$ cat src/core/ppw_regs.svh
/*
  Register offsets, field positions, reset values and timing counts of the
  port pulse and pattern wait block.
  Assumes a word-wide register port with a 4-bit word address.
*/
`ifndef PPW_REGS_SVH
`define PPW_REGS_SVH

// word addresses on the register port
`define PPW_ADDR_CMD        4'h0
`define PPW_ADDR_STATUS     4'h1
`define PPW_ADDR_MASK       4'h2
`define PPW_ADDR_FIRST      4'h3
`define PPW_ADDR_SECOND     4'h4
`define PPW_ADDR_REPEAT     4'h5
`define PPW_ADDR_COUNT      4'h6
`define PPW_ADDR_INDEX      4'h7
`define PPW_ADDR_DELAY      4'h8
`define PPW_ADDR_PORT       4'h9

// command word fields
`define PPW_CMD_PIN_LSB     0
`define PPW_CMD_PIN_MSB     2
`define PPW_CMD_KIND_LSB    3
`define PPW_CMD_KIND_MSB    4
`define PPW_CMD_DEBOUNCE    5
`define PPW_CMD_GO          7

// status word fields
`define PPW_STAT_BUSY       0
`define PPW_STAT_DONE       1
`define PPW_STAT_SECOND     2
`define PPW_STAT_IDX_LSB    8
`define PPW_STAT_IDX_MSB    12
`define PPW_STAT_HITS_LSB   16
`define PPW_STAT_HITS_MSB   31

// reset values
`define PPW_RST_MASK        8'hFF
`define PPW_RST_PATTERN     8'h00
`define PPW_RST_REPEAT      16'h0001
`define PPW_RST_COUNT       5'h00
`define PPW_RST_PINS        8'h00

// instruction rate derived from the system clock rate, both in MHz
`define PPW_CLK_RATE_MHZ    8'h7D
`define PPW_INST_RATE_MHZ   8'h0C

// timing in instruction cycles
`define PPW_FIXED_INST      18'h0_000A
`define PPW_INNER_INST      18'h0_0003
`define PPW_OUTER_INST      18'h0_0002
`define PPW_SAMPLE_INST     3'h5
`define PPW_DEBOUNCE_INST   3'h6

// limits of the long toggle train
`define PPW_MAX_ENTRIES     5'h14
`define PPW_MAX_DELAY       32'h0001_0000

`endif

$ cat src/core/ppw_pkg.sv
/*
  Types of the port pulse and pattern wait block.
  Assumes nothing beyond a SystemVerilog compiler.
*/
package ppw_pkg;

  // engine state; gray along idle->train->idle and first->second->idle, not idle->first
  typedef enum logic [1:0] {
    PPW_IDLE        = 2'h0,
    PPW_TRAIN       = 2'h1,
    PPW_SEEK_FIRST  = 2'h3,
    PPW_SEEK_SECOND = 2'h2
  } ppw_state_t;

  // command kind field
  typedef enum logic [1:0] {
    PPW_KIND_LONG_TRAIN    = 2'h0,
    PPW_KIND_AWAIT_PATTERN = 2'h1,
    PPW_KIND_AWAIT_CHANGE  = 2'h2,
    PPW_KIND_UNUSED        = 2'h3
  } ppw_kind_t;

endpackage

$ cat src/core/ppw_core.sv
/*
  Port pulse and pattern wait engine: long toggle trains on a chosen pin and
  masked pattern waits on an 8-bit port, with optional debouncing.
  Assumes port inputs synchronous to clk (125 MHz) and a host on the register
  port that waits for the done flag before issuing the next command.
*/
`include "ppw_regs.svh"

module ppw_core (
  // clock and reset
  input  wire logic        clk,
  input  wire logic        sys_rst,
  // register port
  input  wire logic [3:0]  regAddr,
  input  wire logic [31:0] regWdata,
  input  wire logic        regWrite,
  input  wire logic        regRead,
  output logic      [31:0] regRdata,
  // port pins
  input  wire logic [7:0]  portIn,
  output logic      [7:0]  pinOut,
  // command state
  output logic             cmdBusy,
  output logic             cmdDone
);

  // entries held minus one so 65536 fits sixteen bits
  function automatic logic [15:0] clampDelay(input logic [31:0] val);
    logic [31:0] lim;
    lim = (val > `PPW_MAX_DELAY) ? `PPW_MAX_DELAY : val;
    clampDelay = (lim == 32'h0000_0000) ? 16'h0000 : 16'(lim - 32'h0000_0001);
  endfunction

  // interval in instruction cycles for a stored entry d = delay - 1
  function automatic logic [17:0] intervalTicks(input logic [15:0] d);
    logic [17:0] dl;
    dl = {2'h0, d};
    intervalTicks = `PPW_FIXED_INST + `PPW_INNER_INST * (dl + 18'h0_0001)
                  + `PPW_OUTER_INST * {10'h000, d[15:8]};
  endfunction

  // masked compare of one whole sample
  function automatic logic maskedEqual(input logic [7:0] smp, input logic [7:0] pat,
                                       input logic [7:0] msk);
    maskedEqual = ((smp ^ pat) & msk) == 8'h00;
  endfunction

  ppw_pkg::ppw_state_t state;
  ppw_pkg::ppw_state_t next_state;

  logic [7:0]  mask;
  logic [7:0]  firstPattern;
  logic [7:0]  secondPattern;
  logic [15:0] repeatCount;
  logic [4:0]  intervalCount;
  logic [4:0]  wrIndex;
  logic [2:0]  pinSel;
  logic        isChange;
  logic        isDebounced;
  logic [6:0]  phaseAcc;
  logic        instTick;
  logic [4:0]  entryIdx;
  logic [17:0] elapsed;
  logic [2:0]  passCnt;
  logic [15:0] hits;
  logic        done;
  logic [15:0] memRdata;

  // register decode
  wire         wrCmd      = regWrite && (regAddr == `PPW_ADDR_CMD);
  wire [1:0]   reqKind    = regWdata[`PPW_CMD_KIND_MSB:`PPW_CMD_KIND_LSB];
  wire         idle       = (state == ppw_pkg::PPW_IDLE);
  wire         startCmd   = wrCmd && regWdata[`PPW_CMD_GO] && idle
                          && (reqKind != ppw_pkg::PPW_KIND_UNUSED);
  wire         startLong  = startCmd && (reqKind == ppw_pkg::PPW_KIND_LONG_TRAIN);
  wire         startWait  = startCmd && !startLong;
  // entry writes are refused while busy so a running train never sees them
  wire         wrDelay    = regWrite && (regAddr == `PPW_ADDR_DELAY) && idle
                          && (wrIndex < `PPW_MAX_ENTRIES);

  // instruction tick: 12 per clock modulo 125, exact 12 MHz average
  wire [7:0]   accSum     = {1'b0, phaseAcc} + `PPW_INST_RATE_MHZ;
  wire         accWrap    = accSum >= `PPW_CLK_RATE_MHZ;
  wire [6:0]   next_phase = accWrap ? 7'(accSum - `PPW_CLK_RATE_MHZ) : accSum[6:0];

  // interval length from the stored entry, overhead included
  wire [17:0]  target     = intervalTicks(memRdata);
  wire         trainEdge  = (state == ppw_pkg::PPW_TRAIN) && instTick
                          && (elapsed + 18'h0_0001 >= target);
  wire         lastEntry  = (entryIdx + 5'h01) >= intervalCount;

  // five cycles per pass, six when debounced
  wire [2:0]   passLen    = isDebounced ? `PPW_DEBOUNCE_INST : `PPW_SAMPLE_INST;
  wire         seeking    = (state == ppw_pkg::PPW_SEEK_FIRST)
                          || (state == ppw_pkg::PPW_SEEK_SECOND);
  wire         sample     = seeking && instTick && (passCnt == passLen - 3'h1);
  wire [7:0]   curPattern = (state == ppw_pkg::PPW_SEEK_SECOND) ? secondPattern
                                                                 : firstPattern;
  // masked pins drop out of the compare
  wire         match      = maskedEqual(portIn, curPattern, mask);
  wire [15:0]  needHits   = (repeatCount == 16'h0000) ? 16'h0001 : repeatCount;
  wire [15:0]  hitsInc    = hits + 16'h0001;
  // when debounced, accept only after the programmed run of consecutive matches; otherwise on the first match
  wire         accept     = sample && match && (!isDebounced || hitsInc >= needHits);
  wire         waitDone   = accept && ((state == ppw_pkg::PPW_SEEK_SECOND) || !isChange);
  wire         trainDone  = (trainEdge && lastEntry)
                          || (startLong && (intervalCount == 5'h00));
  wire         doneEvent  = trainDone || waitDone;

  // toggle once at command, once per finished interval
  wire [2:0]   toggleSel  = startLong ? regWdata[`PPW_CMD_PIN_MSB:`PPW_CMD_PIN_LSB]
                                      : pinSel;
  wire         toggleNow  = startLong || trainEdge;
  wire [7:0]   next_pins  = toggleNow ? (pinOut ^ (8'h01 << toggleSel)) : pinOut;

  // clamp the entry count to twenty
  wire [4:0]   countIn    = (regWdata > 32'h0000_0014) ? `PPW_MAX_ENTRIES
                                                       : regWdata[4:0];

  ppw_delay_mem delayMem (
    .clk     (clk),
    .sys_rst (sys_rst),
    .wrEn    (wrDelay),
    .wrAddr  (wrIndex),
    .wrData  (clampDelay(regWdata)),
    .rdAddr  (entryIdx),
    .rdData  (memRdata)
  );

  // next state of the engine
  always_comb begin
    next_state = state;
    case (state)
      ppw_pkg::PPW_IDLE: begin
        if (startLong && intervalCount != 5'h00) begin
          next_state = ppw_pkg::PPW_TRAIN;
        end else if (startWait) begin
          next_state = ppw_pkg::PPW_SEEK_FIRST;
        end
      end
      ppw_pkg::PPW_TRAIN: begin
        if (trainEdge && lastEntry) begin
          next_state = ppw_pkg::PPW_IDLE;
        end
      end
      // no timeout: only an accepted match leaves a seek state
      ppw_pkg::PPW_SEEK_FIRST: begin
        // the second pattern is only looked for after the first
        if (accept) begin
          next_state = isChange ? ppw_pkg::PPW_SEEK_SECOND : ppw_pkg::PPW_IDLE;
        end
      end
      ppw_pkg::PPW_SEEK_SECOND: begin
        // other patterns in between simply keep us here
        if (accept) begin
          next_state = ppw_pkg::PPW_IDLE;
        end
      end
      default: next_state = ppw_pkg::PPW_IDLE;
    endcase
  end

  // engine state and instruction phase
  always_ff @(posedge clk or posedge sys_rst) begin
    if (sys_rst) begin
      state    <= ppw_pkg::PPW_IDLE;
      phaseAcc <= 7'h00;
      instTick <= 1'b0;
    end else begin
      state    <= next_state;
      phaseAcc <= next_phase;
      instTick <= accWrap;
    end
  end

  // configuration written by software, only while idle; command word fields are latched in the block below
  always_ff @(posedge clk or posedge sys_rst) begin
    if (sys_rst) begin
      mask          <= `PPW_RST_MASK;
      firstPattern  <= `PPW_RST_PATTERN;
      secondPattern <= `PPW_RST_PATTERN;
      repeatCount   <= `PPW_RST_REPEAT;
      intervalCount <= `PPW_RST_COUNT;
    end else if (regWrite && idle) begin
      if (regAddr == `PPW_ADDR_MASK)   mask          <= regWdata[7:0];
      if (regAddr == `PPW_ADDR_FIRST)  firstPattern  <= regWdata[7:0];
      if (regAddr == `PPW_ADDR_SECOND) secondPattern <= regWdata[7:0];
      if (regAddr == `PPW_ADDR_REPEAT) repeatCount   <= regWdata[15:0];
      if (regAddr == `PPW_ADDR_COUNT)  intervalCount <= countIn;
    end
  end

  // command fields captured only when the command is accepted
  always_ff @(posedge clk or posedge sys_rst) begin
    if (sys_rst) begin
      pinSel      <= 3'h0;
      isChange    <= 1'b0;
      isDebounced <= 1'b0;
    end else if (startCmd) begin
      pinSel      <= regWdata[`PPW_CMD_PIN_MSB:`PPW_CMD_PIN_LSB];
      isChange    <= reqKind == ppw_pkg::PPW_KIND_AWAIT_CHANGE;
      isDebounced <= regWdata[`PPW_CMD_DEBOUNCE];
    end
  end

  // entry write pointer: set directly, then advances with each entry written
  always_ff @(posedge clk or posedge sys_rst) begin
    if (sys_rst) begin
      wrIndex <= 5'h00;
    end else if (regWrite && idle && regAddr == `PPW_ADDR_INDEX) begin
      wrIndex <= (regWdata > 32'h0000_0013) ? `PPW_MAX_ENTRIES : regWdata[4:0];
    end else if (wrDelay) begin
      wrIndex <= wrIndex + 5'h01;
    end
  end

  // elapsed counts instruction cycles of the running interval
  // the outer-loop share is folded into target by intervalTicks
  always_ff @(posedge clk or posedge sys_rst) begin
    if (sys_rst) begin
      entryIdx <= 5'h00;
      elapsed  <= 18'h0_0000;
    end else if (startLong) begin
      entryIdx <= 5'h00;
      elapsed  <= 18'h0_0000;
    end else if (trainEdge) begin
      entryIdx <= entryIdx + 5'h01;
      elapsed  <= 18'h0_0000;
    end else if (state == ppw_pkg::PPW_TRAIN && instTick) begin
      elapsed  <= elapsed + 18'h0_0001;
    end
  end

  // pass counter spaces reads by the pass length in instruction cycles
  always_ff @(posedge clk or posedge sys_rst) begin
    if (sys_rst) begin
      passCnt <= 3'h0;
    end else if (startWait || sample) begin
      passCnt <= 3'h0;
    end else if (seeking && instTick) begin
      passCnt <= passCnt + 3'h1;
    end
  end

  // a mismatch restarts the run; each step starts fresh
  always_ff @(posedge clk or posedge sys_rst) begin
    if (sys_rst) begin
      hits <= 16'h0000;
    end else if (startWait || accept) begin
      hits <= 16'h0000;
    end else if (sample) begin
      hits <= match ? hitsInc : 16'h0000;
    end
  end

  // done is sticky until the next accepted command; set wins
  always_ff @(posedge clk or posedge sys_rst) begin
    if (sys_rst) begin
      done <= 1'b0;
    end else if (doneEvent) begin
      done <= 1'b1;
    end else if (startCmd) begin
      done <= 1'b0;
    end
  end

  // pin latch; only the selected pin ever changes
  always_ff @(posedge clk or posedge sys_rst) begin
    if (sys_rst) begin
      pinOut <= `PPW_RST_PINS;
    end else begin
      pinOut <= next_pins;
    end
  end

  // read mux; data only in the cycle after the strobe, zero otherwise
  wire [31:0] statusWord = {hits, 3'h0, entryIdx, 5'h00,
                            state == ppw_pkg::PPW_SEEK_SECOND, done, !idle};
  wire [31:0] readMux =
      (regAddr == `PPW_ADDR_STATUS) ? statusWord :
      (regAddr == `PPW_ADDR_MASK)   ? {24'h00_0000, mask} :
      (regAddr == `PPW_ADDR_FIRST)  ? {24'h00_0000, firstPattern} :
      (regAddr == `PPW_ADDR_SECOND) ? {24'h00_0000, secondPattern} :
      (regAddr == `PPW_ADDR_REPEAT) ? {16'h0000, repeatCount} :
      (regAddr == `PPW_ADDR_COUNT)  ? {27'h000_0000, intervalCount} :
      (regAddr == `PPW_ADDR_INDEX)  ? {27'h000_0000, wrIndex} :
      (regAddr == `PPW_ADDR_PORT)   ? {24'h00_0000, portIn} : 32'h0000_0000;

  always_ff @(posedge clk or posedge sys_rst) begin
    if (sys_rst) begin
      regRdata <= 32'h0000_0000;
    end else begin
      regRdata <= regRead ? readMux : 32'h0000_0000;
    end
  end

  assign cmdBusy = !idle;
  assign cmdDone = done;

  logic [6:0] clksSincePass;
  always_ff @(posedge clk or posedge sys_rst) begin
    if (sys_rst) begin
      clksSincePass <= 7'h00;
    end else if (startWait || sample) begin
      clksSincePass <= startWait ? 7'h0A : 7'h00;  // start is not tick aligned: one tick credit
    end else if (clksSincePass != 7'h7F) begin
      clksSincePass <= clksSincePass + 7'h01;
    end
  end
endmodule

$ cat src/core/ppw_delay_mem.sv
/*
  Small memory holding the delay entries of a long toggle train.
  Assumes one write port and one read address; read data are registered.
*/
module ppw_delay_mem (
  // clock and reset
  input  wire logic        clk,
  input  wire logic        sys_rst,
  // write side
  input  wire logic        wrEn,
  input  wire logic [4:0]  wrAddr,
  input  wire logic [15:0] wrData,
  // read side
  input  wire logic [4:0]  rdAddr,
  output logic      [15:0] rdData
);

  logic [15:0] store [0:19];

  // cleared at reset so an unwritten entry reads as the shortest delay
  always_ff @(posedge clk or posedge sys_rst) begin
    if (sys_rst) begin
      for (int i = 0; i < 20; i++) begin
        store[i] <= 16'h0000;
      end
      rdData <= 16'h0000;
    end else begin
      if (wrEn && wrAddr < 5'h14) begin
        store[wrAddr] <= wrData;
      end
      rdData <= (rdAddr < 5'h14) ? store[rdAddr] : 16'h0000;
    end
  end

endmodule

$ cat config.mk
export PLATFORM = sky130hd
export DESIGN_NAME = ppw_core
export DESIGN_NICKNAME = d
export VERILOG_FILES = /design/src/core/ppw_pkg.sv /design/src/core/ppw_core.sv /design/src/core/ppw_delay_mem.sv
export VERILOG_INCLUDE_DIRS = /design/src /design/src/core
export SDC_FILE = /design/constraint.sdc
export NUM_CORES = 1
export LEC_CHECK = 0
export BUFFER_PORTS_ARGS = -buffer_cell sky130_fd_sc_hd__buf_2
export CORE_ASPECT_RATIO = 1.75
export CORE_MARGIN = 2
export CORE_UTILIZATION = 50
export DETAILED_ROUTE_END_ITERATION = 8
export PLACE_DENSITY_LB_ADDON = 0.08
export SETUP_SLACK_MARGIN = 0.15
export SYNTH_ARGS = -nofsm -noshare
export SYNTH_HDL_FRONTEND = slang
export SYNTH_SLANG_ARGS = --single-unit
$ cat constraint.sdc
create_clock -name clk -period 29.7 [get_ports clk]
set_input_delay 4.455 -clock clk [delete_from_list [all_inputs] [get_ports clk]]
set_output_delay 4.455 -clock clk [all_outputs]
set_load 0.05 [all_outputs]
# After elaboration in Yosys (flattened, before gate mapping)
# Index checks and enable logic that the tools add are counted.
[op_classes]
n_eq_ne = 19
n_mul = 1
addsub = 12
bitwise_logic = 5
n_mux = 46
shift = 1
magnitude_cmp = 12
reduce_logical = 55
[ops]
columns = ["operator", "count"]
rows = [
  ["320-bit bitwise mux", 1],
  ["16-bit two-way mux", 13],
  ["32-bit two-way mux", 3],
  ["16-bit binary-select mux with 5-bit select", 1],
  ["16-bit demux with 5-bit select", 1],
  ["32-bit by 5-bit greater-than comparator with 1-bit output, second input constant", 2],
  ["18-bit two-way mux", 3],
  ["32-bit by 17-bit greater-than comparator with 1-bit output, second input constant", 1],
  ["32-bit logical NOT", 1],
  ["8-bit two-way mux", 4],
  ["5-bit two-way mux", 6],
  ["1-bit logical AND", 23],
  ["18-bit by 1-bit adder with 18-bit output, second input constant", 1],
  ["18-bit by 9-bit adder with 18-bit output", 1],
  ["4-bit by 18-bit adder with 18-bit output, first input constant", 1],
  ["18-bit >= comparator", 1],
  ["2-bit by 17-bit multiplier with 18-bit output, first input constant", 1],
  ["16-bit by 1-bit adder with 17-bit output, second input constant", 1],
  ["16-bit by 1-bit adder with 16-bit output, second input constant", 1],
  ["4-bit by 3-bit equality test with 1-bit output, second input constant", 4],
  ["16-bit >= comparator", 1],
  ["16-bit logical NOT", 1],
  ["16-bit by 1-bit subtractor with 16-bit output, second input constant", 1],
  ["8-bit XOR", 2],
  ["other kinds (37)", 76],
]
[totals]
elab_cells = 191
ff_bits = 484
in_bits = 48

# Longest topological paths before layout
# Gate-level depths: netlist (run 1).
[logic_depth]
word_depth = 11
ltp_mapped = 23
mapped_depth_nobuf = 21

# Cells and area by module
# A second synthesis (run 1) with hierarchy kept.
[unflattened]
hier_cells = 2062
hier_area_um2 = 25508.2
[by_module_without_submodules]
columns = ["module", "area_per_inst_um2", "cells_each", "seq_area_each_um2", "n_inst"]
rows = [
  ["ppw_delay_mem", 15307.2, 996, 8408.1, 1],
  ["ppw_core", 10201.0, 1066, 3714.8, 1],
]

# Worst setup path before layout (run 1)
# No wires, ideal clock.
[synth_timing]
kind = "in2reg"
from = "input regWdata[28]"
to = "register delayMem.store[116] (netlist bit)"
n_path_buf = 3
arrival_time_ns = 6.699
stages = 13
required_ns = 29.563
path_slack_ns = 22.864
setup_ns = 0.137
cell_sequence = "nor4_1 nand4_1 clkbuf_1 nor2_1 nand2_1 ha_1 clkbuf_1 o21ai_0 o31a_1 o21ai_0 a21oi_1 clkbuf_1 a21oi_1"
[synth_between]
elab_chain_cells = 5
word_cells_on_any_way = 6
classes_between = "add/sub: 1; order compare: 1; mux: 3; reduce/logical: 1"
[synth_rtl]
columns = ["item", "line", "text"]
rows = [
  ["from (decl)", "ppw_core.sv:15", "input wire logic [31:0] regWdata,"],
  ["32-bit by 17-bit greater-than comparator with 1-bit output (no source line)", "--", ""],
  ["32-bit two-way mux *", "ppw_core.sv:30", "lim = (val > `PPW_MAX_DELAY) ? `PPW_MAX_DELAY : val;"],
  ["16-bit by 1-bit subtractor with 16-bit output / 32-bit logical NOT (equally long branches)", "ppw_core.sv:31", "clampDelay = (lim == 32'h0000_0000) ? 16'h0000 : 16'(lim - 32'h0000_0001);"],
  ["16-bit two-way mux *", "ppw_core.sv:31", ""],
  ["320-bit bitwise mux *", "ppw_delay_mem.sv:29", "store[wrAddr] <= wrData;"],
  ["to (signal, indexed assignment)", "ppw_delay_mem.sv:29", ""],
  ["to (decl)", "ppw_delay_mem.sv:18", "logic [15:0] store [0:19];"],
]
# Mark *: on every way between the ends. The rest lies on a longest branch, timed or not.
# A chain may end at the register's enable or synchronous reset.

# Worst setup path after layout (run 1)
[layout_timing]
from = "input regWdata[22]"
to = "register delayMem.store[183] (netlist bit)"
# Same word-level chain as after synthesis.

==> summary.txt, run 1 <==
run status - finished clean
Primary FF master, synth - dfrtp_1
hold buffers post-CTS - 0
Site Rows - 108
RD Place Congestion - 0.899
post-CTS setup buffer count - 0
Final Skew - 0.0117 ns
Worst setup SP type - input pin
worst min path class - reg -> reg
commonest non-fill, non-tap cells in the layout - dfrtp_1, nor2_1, a21oi_1, nand2_1, o21ai_0
leading area contributor after synthesis - dfrtp_1
post-route cell area - 27400 um^2
H-tree levels - 2
synthesized area - 24900 um^2
Max VDD drop - 0.0000491 V
max-slew violation count - 0
commonest non-fill, non-tap cell in the layout - dfrtp_1
GR Overflow Total - 0
ANT cells - 0
Worst Tran Pin Value - 1.22 ns
io pins - 90
final core occ - 0.556
Die Height - 299 um
Initial Util - 0.504
total track usage - 0.264
Final WS setup - 22.55 ns
Routed WL per cell - 21.6 um
Clk pin slew, worst setup/hold paths - 0.06 ns
Slew HR - 0.182
first-pass GRT wire length - 106000 um
vias post-DR - 18314
max_cap viols - 0
Root Driver - clkbuf_16
CP endpoint kind - flop
Synth Instances - 2417
Leakage Power - 12.7 nW
library cells used by synthesis - 78
syn nets - 2564
Top cell by count, worst path - nor2_1
Routed WL - 67200 um
count of final hold-check violations - 0
Gate power share - 0.147
Port Buf Inserts - 89
largest net degree at the start of global routing - 138
Power Density - 58.4 nW/um^2
Sw Share - 0.283
Int Pwr - 1.15 mW
Final Setup Violations - 0
Die X - 173 um
fin nets - 2570
Reg power frac - 0.474
Critical Path Fanout Max - 20
vias in the first global route - 18747
synth top area cells - dfrtp_1, mux4_2, a21oi_1
initial antenna violation count - 0
post-CTS resize count - 0
clk buf depth - 3
CP Buf/Inv Count - 2
CTS tree - built
share of post-route cells with drive strength above 1 - 0.152
setup TNS - 0 ns
sequential area share after synthesis - 0.488
remaining antenna violation count after routing - 0
Synth top area share - 0.478
ys async rst share - 1.00
FF+latch count, synth - 484
Core ar. - 49300 um^2
worst slack, placed - 21.95 ns
Avg Inst Size Synth - 10.3 um^2
Ys Warns - 0
initial drt markers - 1197
EDFF count, synth - 0
detailed-route vias per instance - 5.88
total power - 1.60 mW
placed inst area - 25900 um^2
P_sw - 453 uW
Max Clk Rate - 140 MHz
RSZ-0062 raised after global routing - false
crit-path max cell delay - 0.93 ns
Syn-to-layout area delta - 10.3%
clock sink count - 484
critical path class - in -> reg
clock share of power - 0.380
kind of cell adding the most delay to the critical path - simple AND/OR/NAND/NOR gates
crit path max-delay cell type - nor2_1
clk_lat worst skew - 0.58 ns
Critical Path AT - 7.54 ns
cell chain of the critical path - buf_2 > nor4_1 > nand4_1 > buf_4 > nor2_1 > nand2_1 > ha_1 > nand4_1 > nor2_1 > a21oi_1 > nor2_1 > o21ai_0
Die ar. - 51600 um^2
DRT Pass-1 Iters - 7
min Tclk post-route - 7.15 ns
final period utilization - 0.241
dpl hpwl - 45800 um
TritonCTS Buffers - 47
CP required - 30.09 ns
fillcell total - 4348
DRC viols - 0
[sequential cells by signal (all words and copies together), names as in the netlist, 8 cells and up]
name,count
elapsed,18
pinOut,8
delayMem.rdData,16
hits,16
firstPattern,8
regRdata,32
repeatCount,16
mask,8
secondPattern,8
delayMem.store,320
[area by class of cell]
| cell class | instances | area [um^2] | area share |
|---|---|---|---|
| Inverter | 104 | 398 | 0.0145 |
| Tap cell | 660 | 826 | 0.0301 |
| Multi-Input combinational cell | 1663 | 11800 | 0.431 |
| Sequential cell | 484 | 12100 | 0.442 |
| Clock inverter | 18 | 203 | 0.00739 |
| Timing Repair Buffer | 123 | 701 | 0.0256 |
| Clock buffer | 65 | 1350 | 0.0494 |
[worst reg2reg max path, delay by kind of cell, from the launching register on]
family          cells  cell delay (ns)
compound gates      8             2.21
fa+ha+maj           5             1.69
flops               1             0.42
simple gates        4             1.44
xor+xnor            2             0.42
[cell usage after synthesis (6+ instances only)]
cell type / count
xnor2_1: 55
o31ai_1: 8
clkbuf_1: 141
nand2_1: 197
a41oi_1: 17
xor2_1: 31
a22oi_1: 15
o311ai_0: 8
o22ai_1: 21
nand3b_1: 10
nor4_1: 18
ha_1: 91
a21o_1: 10
buf_2: 20
o21a_1: 11
o21ai_0: 115
nor3b_1: 18
inv_1: 103
fa_1: 8
or3_1: 10
mux2_2: 29
nand3_1: 39
and3_1: 32
o211ai_1: 6
a32o_1: 8
nor3_1: 38
nor2_1: 299
and2_1: 8
nand4_1: 14
o21ai_1: 31
dfstp_2: 9
nor2b_1: 6
mux2i_1: 34
a22o_1: 15
a21oi_1: 271
nand2b_1: 17
mux4_2: 96
dfrtp_1: 475
a31oi_1: 6
a211oi_1: 10
[per-layer routing]
layer / global-route usage / vias up / part of all wire
met5: 0 / - / 0
met4: 0.136 / 0 / 0.054
met3: 0.0252 / 156 / 0.036
met2: 0.488 / 490 / 0.53
met1: 0.304 / 9093 / 0.38
li1: - / 8575 / -
[power groups by stage]
| stage | sequential (mW) | combinational, mW | clock (mW) |
|---|---|---|---|
| 3_3_place_gp | 0.769 | 0.230 | 0 |
| 5_1_grt | 0.765 | 0.262 | 0.644 |
| 6_report | 0.759 | 0.235 | 0.608 |
| 4_1_cts | 0.758 | 0.237 | 0.622 |
| 2_1_floorplan | 0.743 | 0.188 | 0 |
| 3_5_place_dp | 0.771 | 0.236 | 0 |
[metrics by stage]
stage	cells	hold WS (ns)
2_1_floorplan	2417	0.445
5_1_grt	3117	0.494
3_3_place_gp	3034	0.456
3_5_place_dp	3034	0.460
6_report	3117	0.466
4_1_cts	3117	0.471
[logic make-up (layout without fill, tap and decap cells)]
kind of cell	count (synthesis)	after routing	share of synthesized area
compound gates	586	586	0.139
fa+ha+maj	100	100	0.0526
simple gates	732	732	0.134
buf+inv	270	310	0.0422
mux	159	159	0.114
xor+xnor	86	86	0.0303
flops	484	484	0.488
[path summary, 6_finish.rpt]
kind                                          from                  end  slack [ns]  cells past startpoint
worst max-delay path                  regWdata[22]  delayMem.store[183]       22.55                     12
worst min-delay path                     pinOut[6]            pinOut[6]        0.47                      1
worst max register to register  delayMem.rdData[0]           elapsed[4]       23.47                     19
worst min register to register           pinOut[6]            pinOut[6]        0.47                      1
max in group asynchronous                  sys_rst  delayMem.store[177]       23.06                      4
min in group asynchronous                  sys_rst          regRdata[6]        4.09                      2
(Power assumes the default switching activity.)
==> run 2, diff against run 1 <==
==> constraint.sdc (replaced) <==
create_clock -name clk -period 6.3 [get_ports clk]
set_input_delay 0.945 -clock clk [delete_from_list [all_inputs] [get_ports clk]]
set_output_delay 0.945 -clock clk [all_outputs]
set_load 0.05 [all_outputs]
==> run 2 against run 1 <==
  * Worst setup slack got worse by 22 ns
  * Cell count increased by 0.26%
  * Core utilization increased by 0.29 points
  * Sequential power increased to 4.7 times the previous value
  * Global-route usage decreased by 0.095 points
  * Critical path type is now reg -> reg
==> summary.txt, run 2 (synthesis results as in run 1) <==
run status - finished clean
Routed WL per cell - 21.3 um
Regs by FF count - delayMem.store: 320 flops, regRdata: 32 flops, elapsed: 18 flops
post-CTS setup buffer count - 0
P_sw - 2.14 mW
Critical Path AT - 6.08 ns
Slew HR - 0.201
commonest non-fill, non-tap cells in the layout - dfrtp_1, nor2_1, a21oi_1, nand2_1, o21ai_0
clk buf depth - 3
crit path max-delay cell type - fa_1
initial drt markers - 1166
Leakage Power - 12.8 nW
CTS tree - built
setup TNS - 0 ns
clk_lat worst skew - 0.58 ns
Worst Tran Pin Value - 1.20 ns
cell chain of the critical path - ha_1 > nand3_1 > nor2_1 > xor2_1 > fa_1 > ha_1 > ha_1 > a2111oi_1 > o21ai_0 > a311oi_2 > o21ai_0 > a21oi_1 > xnor2_1 > ha_1 > a21oi_1 > o21a_1 > nand2_1 > o311ai_0 > o21a_1
TritonCTS Buffers - 47
max_cap viols - 0
detailed-route vias per instance - 5.87
crit-path max cell delay - 0.46 ns
min Tclk post-route - 5.57 ns
Most flops, register - delayMem.store
CP Buf/Inv Count - 0
DRC viols - 0
placed cells - 3037
Gate power share - 0.148
dpl hpwl - 45200 um
Sw Share - 0.280
vias in the first global route - 18874
CP required - 6.81 ns
Max Clk Rate - 179 MHz
Critical Path Fanout Max - 16
Root Driver - clkbuf_16
Site Rows - 108
share of post-route cells with drive strength above 1 - 0.154
max-slew violation count - 0
Worst setup SP type - flop
hold buffers post-CTS - 0
RSZ-0062 raised after global routing - false
Routed WL - 66700 um
post-CTS resize count - 0
first-pass GRT wire length - 107000 um
Power Density - 278 nW/um^2
final period utilization - 0.884
vias post-DR - 18342
critical path class - reg -> reg
DRT Pass-1 Iters - 8
Final Skew - 0.0145 ns
Final Setup Violations - 0
total track usage - 0.263
RD Place Congestion - 0.881
GR Overflow Total - 0
Reg power frac - 0.466
Initial Util - 0.504
H-tree levels - 2
non-filler instance count after layout - 3125
Port Buf Inserts - 89
Core ar. - 49300 um^2
initial antenna violation count - 2
clock sink count - 484
commonest non-fill, non-tap cell in the layout - dfrtp_1
count of final hold-check violations - 0
Int Pwr - 5.50 mW
Syn-to-layout area delta - 10.8%
Die X - 173 um
clock share of power - 0.386
largest net degree at the start of global routing - 198
Die Height - 299 um
io pins - 90
max reg flops - 320
worst min path class - reg -> reg
Max VDD drop - 0.000255 V
fin nets - 2573
kind of cell adding the most delay to the critical path - compound AO/OA/AOI/OAI gates
Die ar. - 51600 um^2
remaining antenna violation count after routing - 0
CP endpoint kind - flop
Top cell by count, worst path - ha_1
Clk pin slew, worst setup/hold paths - 0.06 ns
run 2: cell type report:
| type | instances | area, um^2 |
|---|---|---|
| diodes | 2 | 5.00 |
| multi-input cells | 1663 | 11800 |
| well taps | 660 | 826 |
| fillers | 4358 | 21800 |
| clock buffers | 68 | 1400 |
| flip-flops and latches | 484 | 12100 |
| inverters | 104 | 394 |
| clock inverters | 18 | 221 |
| repair buffers | 126 | 773 |
run 2: through the flow:
step                      total power [mW]  worst slack (ns)  hold WS (ns)   util  instance area, um^2
final                                 7.65             0.728         0.471  0.559                27600
after global routing                  7.99             0.179         0.486  0.559                27600
after floorplan                       4.39             -1.20         0.445      -                24900
after CTS                             7.73             0.458         0.470  0.558                27500
after global placement                4.72             0.692         0.456  0.526                25900
after detailed placement              4.76             0.493         0.462  0.526                25900
run 2: worst paths after layout:
| kind | slack (ns) | from | cells past startpoint | endpoint |
|---|---|---|---|---|
| setup / recovery | 0.73 | delayMem.rdData[0] | 19 | elapsed[11] |
| hold / removal | 0.47 | pinOut[1] | 1 | pinOut[1] |
| setup reg to reg | 0.73 | delayMem.rdData[0] | 19 | elapsed[11] |
| hold reg to reg | 0.47 | pinOut[1] | 1 | pinOut[1] |
| max in group asynchronous | 4.01 | sys_rst | 3 | delayMem.store[2] |
| min in group asynchronous | 0.63 | sys_rst | 2 | delayMem.store[235] |
run 2: power groups by stage:
stage,Combinational [mW],Clock (mW),Sequential (mW)
final,1.13,2.95,3.56
after global routing,1.26,3.14,3.59
after CTS,1.15,3.02,3.57
after detailed placement,1.14,0,3.62
after global placement,1.11,0,3.61
after floorplan,0.889,0,3.50
run 2: worst register-to-register path, cell delays in order, from the launching register on:
cell and delay (ns):
dfrtp_1 0.43, ha_1 0.27, nand3_1 0.20, nor2_1 0.16, xor2_1 0.25, fa_1 0.46, ha_1 0.32, ha_1 0.36
a2111oi_1 0.36, o21ai_0 0.27, a311oi_2 0.42, o21ai_0 0.15, a21oi_1 0.19, xnor2_1 0.14, ha_1 0.26, a21oi_1 0.15
o21a_1 0.20, nand2_1 0.31, o311ai_0 0.45, o21a_1 0.18
run 2: routing by layer:
metal  global-route usage  wire length [um]  vias up
met1                0.300             25300     9134
met5                    0                 0        -
met3               0.0273              2520      157
met4                0.122              3160        0
li1                     -                 -     8594
met2                0.495             35700      457
